==> config.mk <==
export PLATFORM = sky130hd
export DESIGN_NAME = pcg_group
export DESIGN_NICKNAME = d
export VERILOG_FILES = /design/src/pkg/pcg_pkg.sv /design/src/core/pcg_deadband.sv /design/src/core/pcg_group.sv
export SDC_FILE = /design/constraint.sdc
export NUM_CORES = 1
export LEC_CHECK = 0
export BUFFER_PORTS_ARGS = -buffer_cell sky130_fd_sc_hd__buf_2
export CAP_MARGIN = 30
export CORE_MARGIN = 1.5
export CORE_UTILIZATION = 50
export CTS_CLUSTER_DIAMETER = 50
export DETAILED_ROUTE_END_ITERATION = 16
export PLACE_DENSITY = 0.8
export REMOVE_ABC_BUFFERS = 1
export SYNTH_ARGS = -nofsm -noshare
export SYNTH_HDL_FRONTEND = slang
export SYNTH_HIERARCHICAL = 1
export SYNTH_SLANG_ARGS = --single-unit
==> constraint.sdc <==
create_clock -name core_clk -period 3.6 [get_ports core_clk]
set_clock_uncertainty 0.15 [all_clocks]
set_input_delay 0.18 -clock core_clk [delete_from_list [all_inputs] [get_ports core_clk]]
set_output_delay 0.18 -clock core_clk [all_outputs]
set_load 0.03 [all_outputs]
==> src/pkg/pcg_pkg.sv <==
// ****************************************
// shared constants and types
// ****************************************
package pcg_pkg;
  localparam int NUM_CH  = 4;
  localparam int NUM_GEN = 2;
  localparam int CNT_W   = 16;
  localparam int PSC_W   = 8;
  localparam int DT_W    = 8;
  // capture control field positions, low half serves even channel
  localparam int CAP_EN_BIT  = 0;
  localparam int RISE_IE_BIT = 1;
  localparam int FALL_IE_BIT = 2;
  localparam int HALF_OFS    = 16;
  // divider select codes
  localparam logic [2:0] DIV_1  = 3'h0;
  localparam logic [2:0] DIV_2  = 3'h1;
  localparam logic [2:0] DIV_4  = 3'h2;
  localparam logic [2:0] DIV_8  = 3'h3;
  localparam logic [2:0] DIV_16 = 3'h4;
  // reset values
  localparam logic [CNT_W-1:0] RST_CNT  = 16'h0000;
  localparam logic [PSC_W-1:0] RST_PSC  = 8'h00;
  localparam logic [3:0]       RST_DIV  = 4'h0;
  localparam logic [DT_W-1:0]  RST_DEAD = 8'h00;

  typedef struct packed {
    logic [CNT_W-1:0] period_reload_value;
    logic [CNT_W-1:0] compare_value;
    logic             auto_reload;
    logic             run;
    logic             wave_irq_en;
  } pcg_chan_cfg_t;

  typedef struct packed {
    logic [PSC_W-1:0] prescale;
    logic [2:0]       div_sel;
    logic [DT_W-1:0]  dead_time;
    logic             deadtime_enable;
  } pcg_gen_cfg_t;

  typedef struct packed {
    logic [CNT_W-1:0] cnt;
    logic [CNT_W-1:0] cmp;
    logic             active;
    logic             halted;
    logic             raw;
    logic             oe;
    logic             out;
    logic             wave_flag;
    logic             cap_flag;
    logic             irq_wave;
    logic             irq_cap;
    logic [CNT_W-1:0] rise;
    logic [CNT_W-1:0] fall;
    logic [2:0]       pin_sync;
  } pcg_chan_t;

  typedef struct packed {
    logic [PSC_W-1:0] psc;
    logic [3:0]       div;
  } pcg_gen_t;

  typedef struct packed {
    pcg_gen_t  [NUM_GEN-1:0] gen;
    pcg_chan_t [NUM_CH-1:0]  ch;
  } pcg_state_t;

  typedef struct packed {
    logic [DT_W-1:0] dcnt;
    logic            src_q;
    logic            pos;
    logic            neg;
  } pcg_dt_t;
endpackage : pcg_pkg

==> src/core/pcg_deadband.sv <==
`timescale 1ns/1ps
`default_nettype none
// ****************************************
// dead-time generator for one pair
// ****************************************
module pcg_deadband (
  // clock and reset
  input  wire logic                      core_clk,
  input  wire logic                      rst,
  // control
  input  wire logic                      tick,
  input  wire logic                      enable,
  input  wire logic                      src,
  input  wire logic [pcg_pkg::DT_W-1:0]  dead_time,
  // pair outputs
  output logic                           pos,
  output logic                           neg
);
  pcg_pkg::pcg_dt_t s;
  pcg_pkg::pcg_dt_t next_s;

  // both low for dead time after each edge of the source
  always_comb begin
    next_s = s;
    if (!enable) begin
      next_s.dcnt  = pcg_pkg::RST_DEAD;
      next_s.src_q = src;
      next_s.pos   = 1'b0;
      next_s.neg   = 1'b0;
    end else if (src != s.src_q) begin
      next_s.src_q = src;
      if (dead_time != pcg_pkg::RST_DEAD) begin
        next_s.dcnt = dead_time;
        next_s.pos  = 1'b0;
        next_s.neg  = 1'b0;
      end else begin
        next_s.pos = src;
        next_s.neg = ~src;
      end
    end else if (s.dcnt != pcg_pkg::RST_DEAD) begin
      if (tick) begin
        next_s.dcnt = s.dcnt - 8'h01;
        // last tick of the hold releases the pair, so low lasts dead_time ticks
        if (s.dcnt == 8'h01) begin
          next_s.pos = s.src_q;
          next_s.neg = ~s.src_q;
        end
      end
    end else begin
      next_s.pos = s.src_q;
      next_s.neg = ~s.src_q;
    end
  end

  // state register
  always_ff @(posedge core_clk) begin
    if (rst) begin
      s <= '0;
    end else begin
      s <= next_s;
    end
  end

  assign pos = s.pos;
  assign neg = s.neg;

  a_pair_no_overlap: assert property (@(posedge core_clk) disable iff (rst) !(s.pos && s.neg))
    else $error("pair outputs high together");
  a_dead_low_hold: assert property (@(posedge core_clk) disable iff (rst)
    (enable && src != s.src_q && dead_time > 8'h01) |=> (!s.pos && !s.neg) [*2])
    else $error("dead time not held low");
endmodule : pcg_deadband
`default_nettype wire

==> src/core/pcg_group.sv <==
`timescale 1ns/1ps
`default_nettype none
// ****************************************
// four-channel wave generator with capture
// ****************************************
// Summary of operation
// - four outputs run alone or as two complementary pairs, 0-1 and 2-3
// - each generator ticks through 8-bit prescaler then divide 1,2,4,8,16
// - each generator has two 16-bit down-counters and two comparators
// - counter reaching zero sets flag; request only when its enable set
// - auto-reload mode reloads period at zero and keeps counting
// - one-shot mode halts at zero after one flag
// - pair enable makes channel pair follow the even channel's timer
// - period and compare take buffered values only at start, at zero or on a capture reload
// - output goes high when counter equals compare value
// - capture enable turns output pin into input on same timer
// - rising edge latches counter to rise latch, falling to fall latch
// - channel zero rise and fall interrupt enables are bits 1 and 2
// - channel one uses bits 17, 18; channels two, three second register
// - capture interrupt reloads that channel's counter at once
module pcg_group (
  // clock and reset
  input  wire logic                            core_clk,
  input  wire logic                            rst,
  // configuration
  input  wire pcg_pkg::pcg_chan_cfg_t [3:0]    ch_cfg,
  input  wire pcg_pkg::pcg_gen_cfg_t  [1:0]    gen_cfg,
  input  wire logic [31:0]                     capture_control_first,
  input  wire logic [31:0]                     capture_control_second,
  // flag clears, one pulse per written 1
  input  wire logic [3:0]                      wave_irq_clr,
  input  wire logic [3:0]                      cap_irq_clr,
  // pins
  input  wire logic [3:0]                      cap_pin_in,
  output logic [3:0]                           wave_out,
  output logic [3:0]                           wave_oe,
  // status
  output logic [3:0]                           wave_interrupt_indicator,
  output logic [3:0]                           capture_interrupt_flag,
  output logic [7:0]                           irq_req,
  output logic [3:0][15:0]                     rise_capture_latch,
  output logic [3:0][15:0]                     fall_capture_latch
);
  pcg_pkg::pcg_state_t s;
  pcg_pkg::pcg_state_t next_s;
  logic [1:0]          gen_tick;
  logic [3:0]          cap_en;
  logic [3:0]          rise_e;
  logic [3:0]          fall_e;
  logic [3:0]          cap_evt;
  logic [1:0]          db_pos;
  logic [1:0]          db_neg;

  // divider mask for select code
  function automatic logic [3:0] pcg_div_mask(input logic [2:0] sel);
    case (sel)
      pcg_pkg::DIV_1:  pcg_div_mask = 4'h0;
      pcg_pkg::DIV_2:  pcg_div_mask = 4'h1;
      pcg_pkg::DIV_4:  pcg_div_mask = 4'h3;
      pcg_pkg::DIV_8:  pcg_div_mask = 4'h7;
      default:         pcg_div_mask = 4'hF;
    endcase
  endfunction : pcg_div_mask

  // ****************************************
  // generator ticks and dead-time pairs
  // ****************************************
  genvar g;
  generate
    for (g = 0; g < 2; g++) begin : gen_g
      // prescaler zero with divider at mask gives one tick
      assign gen_tick[g] = (s.gen[g].psc == pcg_pkg::RST_PSC) &&
        ((s.gen[g].div & pcg_div_mask(gen_cfg[g].div_sel)) ==
         pcg_div_mask(gen_cfg[g].div_sel));
      pcg_deadband u_db (
        .core_clk  (core_clk),
        .rst       (rst),
        .tick      (gen_tick[g]),
        .enable    (gen_cfg[g].deadtime_enable),
        .src       (s.ch[2*g].raw),
        .dead_time (gen_cfg[g].dead_time),
        .pos       (db_pos[g]),
        .neg       (db_neg[g])
      );
    end
  endgenerate

  // ****************************************
  // per-channel capture decode
  // ****************************************
  genvar n;
  generate
    for (n = 0; n < 4; n++) begin : gen_n
      localparam int B = (n % 2) * pcg_pkg::HALF_OFS;
      logic [31:0] ccr;
      assign ccr        = (n < 2) ? capture_control_first : capture_control_second;
      assign cap_en[n]  = ccr[B + pcg_pkg::CAP_EN_BIT];
      // edges seen between second sync stage and its delayed copy
      assign rise_e[n]  = cap_en[n] && s.ch[n].pin_sync[1] && !s.ch[n].pin_sync[2];
      assign fall_e[n]  = cap_en[n] && !s.ch[n].pin_sync[1] && s.ch[n].pin_sync[2];
      assign cap_evt[n] = (rise_e[n] && ccr[B + pcg_pkg::RISE_IE_BIT]) ||
                          (fall_e[n] && ccr[B + pcg_pkg::FALL_IE_BIT]);

      a_flag_on_zero: assert property (@(posedge core_clk) disable iff (rst)
        (ch_cfg[n].run && s.ch[n].active && gen_tick[n/2] && !s.ch[n].halted &&
         s.ch[n].cnt == 16'h0000 && !cap_evt[n]) |=> s.ch[n].wave_flag)
        else $error("zero did not set flag");
      a_irq_gated: assert property (@(posedge core_clk) disable iff (rst)
        !ch_cfg[n].wave_irq_en |=> !s.ch[n].irq_wave)
        else $error("request without enable");
      a_auto_reload: assert property (@(posedge core_clk) disable iff (rst)
        (ch_cfg[n].run && s.ch[n].active && gen_tick[n/2] && !s.ch[n].halted &&
         s.ch[n].cnt == 16'h0000 && !cap_evt[n] && ch_cfg[n].auto_reload) |=>
        (s.ch[n].cnt == $past(ch_cfg[n].period_reload_value) &&
         s.ch[n].cmp == $past(ch_cfg[n].compare_value) && !s.ch[n].raw))
        else $error("auto reload wrong");
      a_one_shot: assert property (@(posedge core_clk) disable iff (rst)
        (ch_cfg[n].run && s.ch[n].active && gen_tick[n/2] && !s.ch[n].halted &&
         s.ch[n].cnt == 16'h0000 && !cap_evt[n] && !ch_cfg[n].auto_reload) |=>
        (s.ch[n].halted && s.ch[n].cnt == 16'h0000))
        else $error("one-shot did not halt");
      a_high_match: assert property (@(posedge core_clk) disable iff (rst)
        (ch_cfg[n].run && s.ch[n].active && gen_tick[n/2] && !s.ch[n].halted &&
         s.ch[n].cnt != 16'h0000 && s.ch[n].cnt == s.ch[n].cmp && !cap_evt[n]) |=>
        s.ch[n].raw ##1 (s.ch[n].out || cap_en[n] || gen_cfg[n/2].deadtime_enable))
        else $error("match did not drive high");
      a_rise_latch: assert property (@(posedge core_clk) disable iff (rst)
        rise_e[n] |=> s.ch[n].rise == $past(s.ch[n].cnt))
        else $error("rise latch wrong");
      a_cap_reload: assert property (@(posedge core_clk) disable iff (rst)
        (ch_cfg[n].run && s.ch[n].active && cap_evt[n]) |=>
        (s.ch[n].cap_flag && s.ch[n].cnt == $past(ch_cfg[n].period_reload_value)))
        else $error("capture did not reload");
      a_pin_released: assert property (@(posedge core_clk) disable iff (rst)
        cap_en[n] |=> !s.ch[n].oe)
        else $error("capture pin still driven");
    end
  endgenerate

  // ****************************************
  // next-state logic
  // ****************************************
  always_comb begin
    next_s = s;
    // prescaler and divider per generator
    for (int gi = 0; gi < 2; gi++) begin
      if (s.gen[gi].psc == pcg_pkg::RST_PSC) begin
        next_s.gen[gi].psc = gen_cfg[gi].prescale;
        next_s.gen[gi].div = s.gen[gi].div + 4'h1;
      end else begin
        next_s.gen[gi].psc = s.gen[gi].psc - 8'h01;
      end
    end
    for (int i = 0; i < 4; i++) begin
      next_s.ch[i].pin_sync = {s.ch[i].pin_sync[1], s.ch[i].pin_sync[0], cap_pin_in[i]};
      // counter and comparator
      if (!ch_cfg[i].run) begin
        next_s.ch[i].active = 1'b0;
        next_s.ch[i].halted = 1'b0;
        next_s.ch[i].raw    = 1'b0;
      end else if (!s.ch[i].active || cap_evt[i]) begin
        next_s.ch[i].active = 1'b1;
        next_s.ch[i].cnt    = ch_cfg[i].period_reload_value;
        next_s.ch[i].cmp    = ch_cfg[i].compare_value;
      end else if (gen_tick[i/2] && !s.ch[i].halted) begin
        if (s.ch[i].cnt == pcg_pkg::RST_CNT) begin
          next_s.ch[i].raw = 1'b0;
          if (ch_cfg[i].auto_reload) begin
            next_s.ch[i].cnt = ch_cfg[i].period_reload_value;
            next_s.ch[i].cmp = ch_cfg[i].compare_value;
          end else begin
            next_s.ch[i].halted = 1'b1;
          end
        end else begin
          next_s.ch[i].cnt = s.ch[i].cnt - 16'h0001;
          if (s.ch[i].cnt == s.ch[i].cmp) begin
            next_s.ch[i].raw = 1'b1;
          end
        end
      end
      // capture latches
      if (rise_e[i]) begin
        next_s.ch[i].rise = s.ch[i].cnt;
      end
      if (fall_e[i]) begin
        next_s.ch[i].fall = s.ch[i].cnt;
      end
      // sticky flags, a set beats a clear in the same cycle
      next_s.ch[i].wave_flag = (s.ch[i].wave_flag && !wave_irq_clr[i]) ||
        (ch_cfg[i].run && s.ch[i].active && !cap_evt[i] && gen_tick[i/2] &&
         !s.ch[i].halted && s.ch[i].cnt == pcg_pkg::RST_CNT);
      next_s.ch[i].cap_flag  = (s.ch[i].cap_flag && !cap_irq_clr[i]) || cap_evt[i];
      next_s.ch[i].irq_wave  = next_s.ch[i].wave_flag && ch_cfg[i].wave_irq_en;
      next_s.ch[i].irq_cap   = next_s.ch[i].cap_flag;
      // pin drive and pair selection
      next_s.ch[i].oe = !cap_en[i];
      if (cap_en[i]) begin
        next_s.ch[i].out = 1'b0;
      end else if (gen_cfg[i/2].deadtime_enable) begin
        next_s.ch[i].out = (i % 2 == 0) ? db_pos[i/2] : db_neg[i/2];
      end else begin
        next_s.ch[i].out = s.ch[i].raw;
      end
    end
  end

  // state register
  always_ff @(posedge core_clk) begin
    if (rst) begin
      s <= '0;
    end else begin
      s <= next_s;
    end
  end

  // ****************************************
  // outputs straight from state
  // ****************************************
  always_comb begin
    for (int i = 0; i < 4; i++) begin
      wave_out[i]                 = s.ch[i].out;
      wave_oe[i]                  = s.ch[i].oe;
      wave_interrupt_indicator[i] = s.ch[i].wave_flag;
      capture_interrupt_flag[i]   = s.ch[i].cap_flag;
      irq_req[i]                  = s.ch[i].irq_wave;
      irq_req[i+4]                = s.ch[i].irq_cap;
      rise_capture_latch[i]       = s.ch[i].rise;
      fall_capture_latch[i]       = s.ch[i].fall;
    end
  end
endmodule : pcg_group
`default_nettype wire

Yosys cells after proc, flatten, opt, wreduce, memory -nomap -nowiden
Cells that the tools add are included.
W data, S select, Z words.

storage, ports and cells
  bits in registers = 346
  bits of input ports = 258
  output and inout port bits = 152
  logic and storage cells = 352

operators by class
  $add $sub $neg = 10
  eq/ne operators = 28
  muxes and demuxes = 58
  bitwise logic cells = 20
  reduce and logical (&&, ||, !) cells = 172

operator list
  cell                     number
  $mux W32                 12
  $mux W16                 8
  $mux W8                  10
  $eq A16 B16 Y1           4
  $logic_not A16 Y1        4
  $sub A16 B1 Y16 const B  4
  $logic_and A1 B1 Y1      62
  $reduce_bool A2 Y1       20
  $logic_not A1 Y1         32
  $pmux W4 S4              2
  $reduce_and A4 Y1        8
  $reduce_bool A8 Y1       4
  $sub A8 B1 Y8 const B    4
  $reduce_and A3 Y1        10
  $mux W2                  10
  $reduce_or A2 Y1         10
  $not A1 Y1               18
  $eq A8 B1 Y1 const B     2
  $logic_not A8 Y1         2
  $logic_or A1 B1 Y1       16
  $mux W1                  14
  $eq A3 B2 Y1 const B     4
  $ne A3 B3 Y1 const B     4
  $add A4 B1 Y4 const B    2
  11 further kinds         22

Depth between registers and ports, before layout
  word-level depth = 12
  depth in mapped cells = 12
  gate-level depth less buffers = 10

Cells and area by module
The synthesis kept the hierarchy.

by module, submodules not included
  module        instances  cells an instance  area each (µm²)  sequential area each (µm²)
  pcg_group     1          1949               15766.4          6486.2
  pcg_deadband  2          92                 763.2            220.2

Least setup slack after synthesis
No wires, ideal clock.

  kind = reg2reg
  start = register s[308] in the netlist's numbering
  end = register gen_g[0].u_db/s[4] in the netlist's numbering
  library setup time = 0.073 ns
  data arrival time = 2.659 ns
  data required time = 3.377 ns
  slack = 0.717 ns
  stages on the path, launching flop included = 13
  path buffers = 2
  clock period less this slack = 2.883 ns
  cells stage by stage = dfxtp_1 -> inv_1 -> ha_1 -> or4b_1 -> buf_2 -> nor4_4 -> nand3_1 -> inv_1 -> inv_1 -> a311o_1 -> buf_4 -> a221o_1 -> a21oi_1

on the way
  longest elaborated chain between the ends = 4

RTL lines
  item                                 line                RTL
  start: declaration                   pcg_group.sv:44     pcg_pkg::pcg_state_t s;
  start signal: assignment             pcg_group.sv:212    s <= next_s;
  $logic_not A8 Y1                     pcg_group.sv:72     assign gen_tick[g] = (s.gen[g].psc == pcg_pkg::RST_PSC) &&
  $logic_and A1 B1 Y1                  pcg_group.sv:72
  via gen_tick[0]                      pcg_group.sv:46     logic [1:0] gen_tick;
  $reduce_bool A2 Y1 (no source line)  --
  $reduce_and A3 Y1 (no source line)   --
  end signal: assignment               pcg_deadband.sv:60  s <= next_s;
  end: declaration                     pcg_deadband.sv:19  pcg_pkg::pcg_dt_t s;

The timed path passes the listed nets, and every way through them passes these cells.
A chain may end at the register's enable or synchronous reset.

Worst setup path in the final report
  start = register s[308] in the netlist's numbering
  end = register s, in the netlist irq_req[1]

on the way
  longest elaborated chain between the ends = 7

RTL lines
  item                               line              RTL
  $logic_not A8 Y1                   pcg_group.sv:72
  $logic_and A1 B1 Y1                pcg_group.sv:72
  $logic_and A1 B1 Y1 (2 in series)  pcg_group.sv:190  (ch_cfg[i].run && s.ch[i].active && !cap_evt[i] && gen_tick[i/2] &&
  $logic_and A1 B1 Y1                pcg_group.sv:191  !s.ch[i].halted && s.ch[i].cnt == pcg_pkg::RST_CNT);
  $logic_or A1 B1 Y1                 pcg_group.sv:189  next_s.ch[i].wave_flag = (s.ch[i].wave_flag && !wave_irq_clr[i]) ||
  $logic_and A1 B1 Y1                pcg_group.sv:193  next_s.ch[i].irq_wave = next_s.ch[i].wave_flag && ch_cfg[i].wave_irq_en;

Every way passes these cells.

==> metrics <==
startpoint types flip-flop; RSZ-0062 raised after global routing no; clk_lat worst skew 0.52 ns; Avg Cell Area, Syn 8.11 sq um; CP Class flip-flop to flip-flop; # rows 67; core box area 0.0338 sq mm; Routed Antenna Nets 0; Commonest cells post-synth nand2_1 (387), dfxtp_1 (346), a21oi_1 (251), buf_4 (157), nor2_1 (151); CTS tree yes; LEAKAGE 0.00904 uW; EDFF count, synth 0; fin area 0.0216 sq mm; register area share after synthesis 0.401; fin crit share 0.947; 1st-pass router iterations 6; P&R area growth vs syn 24.6%; max-slew violation count 0; Overflow after GRT 0; outcome finished clean; initial antenna violation count 9; fin crit period 3.41 ns; TritonCTS Buffers 42; XOR/XNOR Fraction of Synth Area 0.0405; post-detailed-route wirelength per cell 17.5 um; Yosys reg bits 346; vias per cell 5.65; Post-Place Cells 2667; DIE AREA 0.0357 sq mm; Crit. End Element flip-flop; Peak VDD IR 0.416 mV; YS warnings 6; Pwr Density 486 mW/mm^2; cts repair resizes 0; Power Total 10500 uW; final hold violations 0; final cell count without fillers 2958; Syn Std Cell Area 0.0173 sq mm; Compound-Gate Fraction of Synth Area 0.170; Slew HR 0.340; crit-path cells inv_1 -> ha_1 -> or4b_1 -> nor4_4 -> buf_4 -> nand3_1 -> buf_4 -> nor4_1 -> o21a_1 -> and2_1 -> dlygate4sd3_1; WL final 51.8 mm; vias in the first global route 16400; # clock sinks 346; crit path DAT 3.73 ns; final setup vio count 0; GRT Max-Usage Layer met2; Netlist cell types 76; Slew @ Worst Pin 0.990 ns; CTS Buffer Depth 3; worst r2r dst irq_req[1]$_SDFF_PP0_; largest net degree at the start of global routing 94; Hold EP s[41]$_SDFFE_PP0P_; Total Nets Final 2747; fmax 293 MHz; post-synthesis adder-cell area fraction 0.0130; Cells after Synth 2133; vias 16700; Die W 189 um; Starting Density 0.512; Slowest cell on crit path or4b_1; IO Count 410; met3 Usage GRT 0.0460; met1 GRT Util 0.339; most common cell in the netlist nand2_1; maximum fanout along the worst path 6; routability cong. 0.895; global router's overall resource usage 0.279; largest family of logic cells by synthesized area simple AND/OR/NAND/NOR gates; Post-Route Setup TNS 0 ns; CP dominant cell by count buf_4; Synth Area in Simple Gates 0.220; Worst Hold Class primary input to flip-flop; crit-path leading delay family simple AND/OR/NAND/NOR gates; Area contributors post-synth dfxtp_1 (40%), nand2_1 (8.4%), a21oi_1 (7.3%); Die Span Y 189 um; residual DRC count 0; largest area contributor in the netlist dfxtp_1; max incr delay on CP 0.58 ns; Worst-path clk slew 0.06 ns; DP Wirelength 33.2 mm; htree depth 2; r2r startpoint s[308]$_SDFF_PP0_; flop2flop setup slack 0.19 ns; maxcap violations 0; post-synthesis mux area share 0.0438; Hold Path Depth 5; buffer and inverter count on the worst path 4; Worst Hold Launch gen_cfg[11]; PortBufs 357; met2 usage 0.473; Root Driver clkbuf_16; placed inst area 0.0181 sq mm; violation count after the first detailed-route iteration 1209; ys flop type dfxtp_1; share of the synthesized area in the top cell type 0.401; global-route wire length before repair 82.3 mm; fraction of layout cells with a size suffix above 1 0.197; Worst R2R Path Depth 11; CP required 3.92 ns; Post-synth ARST share 0
-- logic make-up after synthesis --
kind of cell             after synthesis
adder cells (fa/ha/maj)               18
AND/OR/NAND/NOR                      812
buffers and inverters                339
XOR/XNOR                              80
AO/OA/AOI/OAI                        463
multiplexers                          75
flip-flops                           346
-- registers in the layout (all words and copies together), names as in the netlist --
signal,flops
fall_capture_latch,64
gen_g.u_db/neg,2
gen_g.u_db/pos,2
gen_g.u_db/s,18
irq_req,8
next_s,8
rise_capture_latch,64
s,168
wave_interrupt_indicator,4
wave_oe,4
wave_out,4
-- tightest hold or removal path: cells and delay by family --
family	cells	cell delay (ns)
buffers and inverters	1	0.11
and+or+nand+nor	1	0.11
AOI/OAI and AO/OA	3	0.30
-- how the worst max path moves through the flow --
stage / slack, ns / from / cells past startpoint / endpoint
3_5_place_dp: 0.36 / s[308]$_SDFF_PP0_ / 10 / gen_g[0].u_db/s[10]$_SDFFE_PP0P_
6_report: 0.19 / s[308]$_SDFF_PP0_ / 11 / irq_req[1]$_SDFF_PP0_
5_1_grt: 0.03 / s[308]$_SDFF_PP0_ / 11 / irq_req[1]$_SDFF_PP0_
4_1_cts: 0.29 / s[308]$_SDFF_PP0_ / 10 / irq_req[1]$_SDFF_PP0_
2_1_floorplan: -0.60 / s[320]$_SDFF_PP0_ / 8 / s[196]$_SDFFE_PP0P_
3_3_place_gp: 0.48 / s[308]$_SDFF_PP0_ / 10 / gen_g[0].u_db/s[9]$_SDFFE_PP0P_
-- repair_timing --
item,in CTS,in global routing
hold buffers,206,0
buffers inserted,0,2
hold endpoints to repair,232,0
endpoints found under the setup margin,0,1
-- metrics by stage --
step / setup WS [ns] / utilization / hold WS (ns)
6_report: 0.191 / 0.638 / 0.0647
5_1_grt: 0.0309 / 0.638 / 0.0941
4_1_cts: 0.289 / 0.637 / 0.0501
3_3_place_gp: 0.481 / 0.535 / 0.231
3_5_place_dp: 0.355 / 0.535 / 0.239
2_1_floorplan: -0.604 / - / 0.0946
-- layout make-up --
cell class / count / area [sq um]
well taps: 448 / 561
diodes: 10 / 25.0
inverters: 41 / 154
multi-input cells: 1448 / 8440
flip-flops and latches: 346 / 6930
clock inverters: 14 / 130
clock buffers: 59 / 1230
fillers: 2709 / 12200
repair buffers: 592 / 4080
-- cell usage in the layout, fill, tap and decap left out, types with 9 or more instances in the layout --
cell           count
nand2_1          387
buf_2            356
dfxtp_1          346
a21oi_1          251
dlygate4sd3_1    206
nor2_1           151
mux2i_1           70
o21ai_0           49
clkbuf_16         45
nor4_1            43
inv_1             40
xor2_1            40
xnor2_1           40
nor3_1            39
nand3_1           30
buf_4             28
nor2b_1           21
nand4_1           21
o32ai_1           21
a21o_1            19
or4_1             18
ha_1              18
a31oi_1           16
a211oi_1          16
or3_1             16
and2_1            15
nand3b_1          13
o21a_1            12
o32ai_2           12
nand2b_1          11
diode_2           10
o31a_1             9
clkbuf_1           9
-- routing by layer --
layer  wire length (um)  share of wire  up-vias
met4               2450          0.047        0
met5                  0              0        -
met1              21000           0.41     7852
li1                   -              -     7906
met2              25100           0.48      736
met3               3270          0.063      207
-- power breakdown --
part           leakage, uW  internal, uW  total [uW]  switching, uW
registers          0.00282          4050        4360            306
clock network     0.000666          2470        4150           1680
logic              0.00555           901        1970           1070
(Power assumes the default switching activity.)
